**src/verilog/ieg_map.svh**
```systemverilog
// Register offsets, field positions and reset values of the event gate
`ifndef IEG_MAP_SVH
`define IEG_MAP_SVH
`define IEG_ENABLE_OFS    12'h098
`define IEG_PENDING_OFS   12'h0a0
`define IEG_ENABLE_RST    32'h0000_0000
`define IEG_WMASK         32'h97ff_ffff
`define IEG_EVENT_MASK    32'h17ff_ffff
`define IEG_BIT_ALWAYS_ON 31
`define IEG_BIT_OTP       28
`define IEG_BIT_TX_ENTRY  26
`define IEG_BIT_TX_EXIT   25
`define IEG_BIT_RX_LPI    24
`define IEG_BIT_MAC_RTO   23
`define IEG_BIT_RX_OVF    22
`define IEG_BIT_TX_ERR    21
`define IEG_BIT_USB_STS   20
`define IEG_BIT_TX_STOP   19
`define IEG_BIT_RX_STOP   18
`define IEG_BIT_PHY       17
`define IEG_BIT_DPORT     16
`define IEG_BIT_MAC_ERR   15
`define IEG_BIT_TX_UNDER  14
`define IEG_BIT_TX_OVER   13
`define IEG_BIT_BULK_FP   12
`define IEG_RESP_OKAY     2'b00
`define IEG_RESP_DECERR   2'b11
`endif

```
**src/verilog/ieg_pkg.sv**
```systemverilog
// Types of the interrupt endpoint event gate
package ieg_pkg;

  // Event pulses at their enable bit positions; reserved places, bit 17 (PHY pin) and bit 31 (always-on) unused
  typedef struct packed {
    logic [2:0]  spare_hi;
    logic        otp_write_done;
    logic        spare_27;
    logic        tx_low_power_entry;
    logic        tx_low_power_exit;
    logic        rx_low_power;
    logic        mac_reset_timeout;
    logic        rx_fifo_overflow;
    logic        tx_error;
    logic        usb_status_event;
    logic        tx_stopped;
    logic        rx_stopped;
    logic        spare_17;
    logic        data_port_event;
    logic        mac_fault;
    logic        tx_fifo_underrun;
    logic        tx_fifo_overrun;
    logic        bulk_in_frame_pending;
    logic [11:0] pin_events;
  } ieg_events_t;

  typedef struct packed {
    logic        awvalid;
    logic [31:0] awaddr;
    logic        wvalid;
    logic [31:0] wdata;
    logic [3:0]  wstrb;
    logic        bready;
    logic        arvalid;
    logic [31:0] araddr;
    logic        rready;
  } ieg_axi_req_t;

  typedef struct packed {
    logic        awready;
    logic        wready;
    logic        bvalid;
    logic [1:0]  bresp;
    logic        arready;
    logic        rvalid;
    logic [31:0] rdata;
    logic [1:0]  rresp;
  } ieg_axi_rsp_t;

  typedef struct packed {
    logic [31:0] en;
    logic [31:0] pend;
    logic        rep_v;
    logic [31:0] rep_d;
    logic        phy_s1;
    logic        phy_s2;
    logic        aw_rdy;
    logic        aw_full;
    logic [11:0] aw_a;
    logic        w_rdy;
    logic        w_full;
    logic [31:0] w_d;
    logic [3:0]  w_s;
    logic        b_v;
    logic [1:0]  b_r;
    logic        ar_rdy;
    logic        r_v;
    logic [31:0] r_d;
    logic [1:0]  r_r;
  } ieg_state_t;

endpackage : ieg_pkg
```
**src/verilog/ieg_gate.sv**
```systemverilog
// Interrupt endpoint event gate with AXI4-Lite register access
//
// Our own choice: the AXI4-Lite register port.
`timescale 1ns/1ps
`include "ieg_map.svh"

// Summary of operation
// - Always-on bit: report every polling interval
// - Otherwise report only after enabled event
// - OTP write done reported only when bit 28
// - TX low-power entry gated by bit 26
// - TX low-power exit gated by bit 25
// - RX low-power event gated by bit 24
// - MAC reset timeout gated by bit 23
// - RX FIFO overflow gated by bit 22
// - Transmit error gated by bit 21
// - USB status event gated by bit 20
// - TX stopped event gated by bit 19
// - RX stopped event gated by bit 18
// - PHY interrupt pin gated by bit 17
// - Data port event gated by bit 16
// - MAC fault event gated by bit 15
// - TX FIFO underrun gated by bit 14
// - TX FIFO overrun gated by bit 13
// - Bulk-in frame pending gated by bit 12
// - Twelve pin events gated by bits 11:0
module ieg_gate (
  // Clock and reset
  input  wire logic              aclk,
  input  wire logic              aresetn,
  // Register bus
  input  wire ieg_pkg::ieg_axi_req_t axi_req,
  output wire ieg_pkg::ieg_axi_rsp_t axi_rsp,
  // Event sources
  input  wire ieg_pkg::ieg_events_t  events_in,
  input  wire logic              phy_irq_in_n,
  // Interrupt endpoint
  input  wire logic              interval_tick,
  output wire logic              report_valid,
  output wire logic [31:0]       report_status
);
  import ieg_pkg::*;

  ieg_state_t  st_r;
  ieg_state_t  st_nxt;
  logic [31:0] ev;
  logic [31:0] hit;

  always_comb begin
    st_nxt = st_r;
    ev     = 32'h0000_0000;
    // PHY pin is asynchronous: two flops before use
    st_nxt.phy_s1 = ~phy_irq_in_n;
    st_nxt.phy_s2 = st_r.phy_s1;
    ev = events_in;
    ev[`IEG_BIT_PHY] = st_r.phy_s2;
    ev = ev & `IEG_EVENT_MASK;
    // Address and data channels taken in either order
    if (st_r.aw_rdy && axi_req.awvalid) begin
      st_nxt.aw_full = 1'b1;
      st_nxt.aw_a    = axi_req.awaddr[11:0];
    end
    if (st_r.w_rdy && axi_req.wvalid) begin
      st_nxt.w_full = 1'b1;
      st_nxt.w_d    = axi_req.wdata;
      st_nxt.w_s    = axi_req.wstrb;
    end
    if (st_r.aw_full && st_r.w_full && !st_r.b_v) begin
      st_nxt.b_v     = 1'b1;
      st_nxt.aw_full = 1'b0;
      st_nxt.w_full  = 1'b0;
      st_nxt.b_r     = `IEG_RESP_OKAY;
      if (st_r.aw_a == `IEG_ENABLE_OFS) begin
        for (int i = 0; i < 4; i++) begin
          if (st_r.w_s[i]) begin
            st_nxt.en[8*i +: 8] = st_r.w_d[8*i +: 8];
          end
        end
        st_nxt.en = st_nxt.en & `IEG_WMASK;
      end else if (st_r.aw_a != `IEG_PENDING_OFS) begin
        st_nxt.b_r = `IEG_RESP_DECERR;
      end
    end
    if (st_r.b_v && axi_req.bready) begin
      st_nxt.b_v = 1'b0;
    end
    // Read channel
    if (st_r.ar_rdy && axi_req.arvalid) begin
      st_nxt.r_v = 1'b1;
      st_nxt.r_r = `IEG_RESP_OKAY;
      if (axi_req.araddr[11:0] == `IEG_ENABLE_OFS) begin
        st_nxt.r_d = st_r.en;
      end else if (axi_req.araddr[11:0] == `IEG_PENDING_OFS) begin
        st_nxt.r_d = st_r.pend;
      end else begin
        st_nxt.r_d = 32'h0000_0000;
        st_nxt.r_r = `IEG_RESP_DECERR;
      end
    end else if (st_r.r_v && axi_req.rready) begin
      st_nxt.r_v = 1'b0;
    end
    st_nxt.aw_rdy = !st_nxt.aw_full && !st_nxt.b_v;
    st_nxt.w_rdy  = !st_nxt.w_full && !st_nxt.b_v;
    st_nxt.ar_rdy = !st_nxt.r_v;
    // Gate and latch events; a new event beats the report clear
    hit = ev &
          st_r.en;
    st_nxt.pend = ((interval_tick ? 32'h0000_0000 : st_r.pend) &
                   st_r.en) | hit;
    // Report at the polling interval
    st_nxt.rep_v = interval_tick && (st_r.en[`IEG_BIT_ALWAYS_ON] ||
                   (|st_r.pend));
    if (interval_tick) begin
      st_nxt.rep_d = st_r.pend;
    end
  end

  always_ff @(posedge aclk) begin
    if (!aresetn) begin
      st_r    <= '0;
      st_r.en <= `IEG_ENABLE_RST;
    end else begin
      st_r <= st_nxt;
    end
  end

  assign axi_rsp.awready = st_r.aw_rdy;
  assign axi_rsp.wready  = st_r.w_rdy;
  assign axi_rsp.bvalid  = st_r.b_v;
  assign axi_rsp.bresp   = st_r.b_r;
  assign axi_rsp.arready = st_r.ar_rdy;
  assign axi_rsp.rvalid  = st_r.r_v;
  assign axi_rsp.rdata   = st_r.r_d;
  assign axi_rsp.rresp   = st_r.r_r;
  assign report_valid    = st_r.rep_v;
  assign report_status   = st_r.rep_d;

  for (genvar g = 0; g < 12; g++) begin : g_pin

  end
endmodule : ieg_gate

```
**config.mk**
```make
export PLATFORM = sky130hd
export DESIGN_NAME = ieg_gate
export DESIGN_NICKNAME = d
export VERILOG_FILES = /design/src/verilog/ieg_pkg.sv /design/src/verilog/ieg_gate.sv
export VERILOG_INCLUDE_DIRS = /design/src /design/src/verilog
export SDC_FILE = /design/constraint.sdc
export NUM_CORES = 1
export LEC_CHECK = 0
export ABC_CLOCK_PERIOD_IN_PS = 2480
export BUFFER_PORTS_ARGS = -buffer_cell sky130_fd_sc_hd__buf_2
export CAP_MARGIN = 40
export CORE_UTILIZATION = 50
export DETAILED_ROUTE_END_ITERATION = 10
export MAX_ROUTING_LAYER = met4
export PLACE_DENSITY_LB_ADDON = 0.3
export SLEW_MARGIN = 20
export SYNTH_ARGS = -nofsm -noshare
export SYNTH_HDL_FRONTEND = slang
export SYNTH_SLANG_ARGS = --single-unit
```
**constraint.sdc**
```tcl
create_clock -name aclk -period 2.48 [get_ports aclk]
set_clock_uncertainty 0.2 [all_clocks]
set_input_delay 0.124 -clock aclk [delete_from_list [all_inputs] [get_ports aclk]]
set_output_delay 0.124 -clock aclk [all_outputs]
set_load 0.01 [all_outputs]
```
Word-level counts from Yosys, hierarchy flattened:

Index checks and enable logic that the tools add are counted.

* eq/ne operators: 4
* multiplexer cells: 15
* bitwise operators: 4
* reductions and logical operators: 21

Operators by type and width (number)
* $mux 32: 3
* $mux 37: 1
* $eq 12x8->1 const B: 3
* $and 29x32->32: 1
* $and 32x32->32: 1
* $or 32x32->32: 1
* $reduce_or 32->1: 1
* $mux 13: 1
* $ne 12x8->1 const B: 1
* $reduce_and 3->1: 4
* $logic_and 1x1->1: 10
* $mux 2: 4
* $logic_not 1->1: 5
* $mux 1: 5
* $mux 3: 1
* $logic_or 1x1->1: 1
* $not 1->1: 1

* register bits: 187
* bits of input ports: 141
* output and inout port bits: 74
* word-level logic and storage cells: 66

Longest topological paths before layout:

* depth after elaboration: 7
* gate-level depth with buffers: 6
* depth with buffers taken out: 4

Least setup slack after synthesis:

Ideal clock, no wire load.

* path type: register to register
* start: register st_r[79] in the netlist's numbering
* end: register st_r[167] in the netlist's numbering
* setup time: 0.132 ns
* arrival: 1.743 ns
* data required time: 2.148 ns
* slack: 0.405 ns
* stages on the path, launching flop included: 6
* path buffers: 1
* path through: dfxtp_1 > or4b_4 > or4_4 > buf_6 > o21ai_1 > a21oi_1

* longest elaborated chain between the ends: 2

RTL lines
* start: declaration: RTL line ieg_gate.sv:44 `ieg_state_t st_r;`
* start signal: assignment: RTL line ieg_gate.sv:123 `st_r <= st_nxt;`
* $eq 12x8->1 (no line)
* $reduce_and 3->1 (no line)

No other way between the ends.
A chain may end at the register's enable or synchronous reset.

Worst setup path in the final report:

* start: input axi_req[11] in the netlist's numbering
* end: register st_r, in the netlist axi_rsp[0]

* longest elaborated chain between the ends: 3
* elaborated cells on any way between the ends: 4
* classes of those cells: eq/ne (2); mux (2)

RTL lines
* start: declaration: RTL line ieg_gate.sv:32 `input wire ieg_pkg::ieg_axi_req_t axi_req,`
* $eq 12x8->1 (no line)
* $mux 2: RTL line ieg_gate.sv:93 `` end else if (axi_req.araddr[11:0] == `IEG_PENDING_OFS) begin ``
* $mux 2 (*): RTL line ieg_gate.sv:91 `` if (axi_req.araddr[11:0] == `IEG_ENABLE_OFS) begin ``

Mark *: on every way between the ends. The rest lies on a longest branch, timed or not.

==> impl_metrics.yaml <==
min_path:
  holdPathStages: 4
  worstHoldEndpoint: "st_r[54]$_SDFFE_PN0P_"
  hold_path.class: "in2reg"
  worstHoldStart: "axi_req[71]"
grt:
  grt_max_degree: 69
  grt_pass1_wl_mm: 28.6
  antenna_found_initial: 0
  grt.overflow.total: 0
  first_global_vias: 5764
  grt_usage_pct: 26.0
status:
  outcome: "finished clean"
setup_path:
  startpoint_type: "primary input"
  cp-end-kind: "flip-flop"
  rr_endpoint: "st_r[181]$_SDFFE_PN0P_"
  cp_data_arrival_time_ps: 2430
  cp_num_buf_inv: 3
  required_ps: 2570
  regToRegSetupSlack_ps: 280
  crit_chain: "dlygate4sd3_1 > buf_2 > or4b_1 > dlygate4sd3_1 > a2111oi_0 > a21oi_1"
  path_max_fanout: 3
  crit_type: "in2reg"
  cpMostUsedCell: "dlygate4sd3_1"
  cp_num_cells: 6
  crit_family: "buffers and inverters"
  r2r-start: "st_r[79]$_SDFFE_PN0P_"
  slowest_stage: "dlygate4sd3_1"
  rr_worst_depth: 4
  slowest_delay_ps: 610
place:
  numPortBuffers: 160
  gp_congestion: 0.804
  placed_cell_area_mm2: 0.00738
  place.detailed.hpwl_mm: 11.2
routing:
  ant_nets: 0
  post_drt_wl_per_cell_um: 15.3
  vias: 6061
  dr.first_iter.drc_count: 460
  vias_per_cell: 5.23
  drt-total-wl_mm: 17.7
  drc: 0
  drt_pass1_iterations: 6
logic_synthesis:
  yosys_warnings: 0
  netlist_area_mm2: 0.00697
  synth_seq_cells: 173
  synth_top_area_share_pct: 49.7
  avgSynthCellArea_um2: 8.54
  yosysTopAreaCell: "dfxtp_1"
  yosysSeqAreaShare_pct: 49.7
  ys.flop_type: "dfxtp_1"
  synthTopCellsByArea: "dfxtp_1 50%, buf_4 8.3%, a21oi_1 7.3%, nand2_1 7.0%, nor2_1 5.1%"
  synthCells: 816
  synth_edf_count: 0
  synth_cell_types: 37
  ys_async_sr_fraction_pct: 0
clock_tree:
  tritoncts: "done"
  cts-htree-levels: 4
  clock-sinks: 173
  cts_max_path_buffers: 2
  clkLatencyLatePin_ps: 420
  root_buffer: "clkbuf_16"
  path_clk_slew_ps: 60
  cts_buffers: 17
  cts_setup_buffers: 0
power:
  switching_power_mw: 1.34
  seqPwrFrac_pct: 47.6
  pwr-share-clk_pct: 43.6
  combPwrFrac_pct: 8.8
  peakVddDrop_v: 0.000492
  p_int_mw: 4.76
  swShare_pct: 22.0
  p_per_area_mw_per_mm2: 692
  p_leak_nw: 3.69
timing:
  period_share_pct: 94.5
  slew_viol_final: 0
  fmax_mhz: 427
  rsz0062_at_grt: "no"
  holdWs_ps: 7.93
  relSlewSlack_pct: 55.4
  period_minus_slack_ps: 2340
  timing.setup.tns_ps: 0
  setup_viol: 0
  tightest_slew_ps: 669
  hold_viol_final: 0
die:
  die-area_mm2: 0.0144
  die_w_um: 120
  fp-row-count: 42
  core_area_mm2: 0.0134
  die_y_um: 120
  ios: 215
  initial_core_util_pct: 52.0
cells_and_area:
  area_growth_pct: 26.6
  final_area_mm2: 0.00882
  num_antenna_cells: 0
  final_nets: 1112
  drive_gt1_share_pct: 21.6
flow_run:
  cap_violations: 0
-- synthesized netlist by cell type (2+ instances only) --
cell type / number
inv_1: 6
nand3b_1: 3
nor4_1: 10
a221oi_1: 30
nand4_1: 26
nand2b_1: 2
o21ai_0: 34
clkbuf_1: 41
dfxtp_1: 173
a21oi_1: 101
or3_1: 2
o21ai_1: 19
and2_1: 3
nor2_1: 95
buf_6: 2
nand2_1: 130
mux2i_1: 34
or3b_2: 2
nor3_1: 3
or4b_1: 2
buf_4: 77
buf_2: 6
-- registers in the layout, indices dropped and copies added (netlist names) --
name	cells
axi_rsp	36
ev	1
report_status	29
report_valid	1
st_nxt	1
st_r	105
-- worst max path at each step --
stage	to	startpoint
floorplan	st_r[167]$_SDFFE_PN0P_	st_r[79]$_SDFFE_PN0P_
global placement	st_r[173]$_SDFFE_PN0P_	st_r[79]$_SDFFE_PN0P_
detailed placement	st_r[181]$_SDFFE_PN0P_	st_r[79]$_SDFFE_PN0P_
CTS	axi_rsp[0]$_SDFFE_PN0P_	axi_req[11]
global route	axi_rsp[0]$_SDFFE_PN0P_	axi_req[11]
finish	axi_rsp[0]$_SDFFE_PN0P_	axi_req[11]
-- area by class of cell --
type | count | area, µm²
Clock buffer | 22 | 474
Clock inverter | 8 | 115
Fill cell | 1124 | 4580
Inverter | 6 | 22.5
Multi-Input combinational cell | 514 | 2710
Sequential cell | 173 | 3460
Tap cell | 176 | 220
Timing Repair Buffer | 259 | 1810
-- metrics by stage --
stage | std cells | setup WS (ps) | utilization, % | power (mW)
finish | 1158 | 137 | 65.8 | 6.11
global route | 1158 | 6.91 | 65.8 | 6.33
CTS | 1158 | 153 | 65.8 | 6.13
detailed placement | 1043 | 275 | 55.1 | 3.40
global placement | 1042 | 295 | 54.9 | 3.39
floorplan | 821 | 405 | - | 3.26
-- cell usage in the layout, fill, tap and decap left out, types with 5 or more instances in the layout --
cell / Yosys / layout
dlygate4sd3_1: 0 / 85
nand4_1: 26 / 26
a221oi_1: 30 / 30
clkbuf_16: 0 / 17
conb_1: 1 / 6
o21ai_0: 34 / 34
o21ai_1: 19 / 19
nor2_1: 95 / 95
a21oi_1: 101 / 101
inv_1: 6 / 5
nand2_1: 130 / 130
buf_2: 6 / 160
clkinv_2: 0 / 5
nor4_1: 10 / 8
dfxtp_1: 173 / 173
mux2i_1: 34 / 34
buf_4: 77 / 10
-- power by group through the flow --
stage / Sequential, mW / Combinational (mW) / Clock, mW
2_1_floorplan: 2.95 / 0.315 / 0
3_3_place_gp: 2.96 / 0.422 / 0
3_5_place_dp: 2.97 / 0.432 / 0
4_1_cts: 2.91 / 0.534 / 2.69
5_1_grt: 2.91 / 0.594 / 2.82
6_report: 2.91 / 0.540 / 2.66
-- metal layers --
metal / vias to the layer above / track usage (%) / wire [µm]
met5: - / - / 0
met4: 0 / 9.06 / 300
met3: 27 / 4.75 / 1010
met2: 210 / 39.9 / 8110
met1: 2792 / 34.4 / 8240
li1: 3032 / - / -
-- kinds of logic after synthesis --
| group | after synthesis | synth area share [%] |
|---|---|---|
| mux | 34 | 4.88 |
| flops | 173 | 49.7 |
| buf+inv | 134 | 11.8 |
| compound gates | 186 | 15.1 |
| simple gates | 288 | 18.5 |
| other cells | 1 | 0.0538 |
-- worst register-to-register path: cells and delay by family (launching register included) --
kind	cells	cell delay, ps
compound gates	2	310
flops	1	310
simple gates	2	1280
-- what timing repair did --
| action | in CTS | in global routing |
|---|---|---|
| hold buffers | 85 | 0 |
| resized for setup | 0 | 0 |
| hold endpoints to repair | 79 | 0 |
Note: power is estimated with default switching activity, not from simulation.
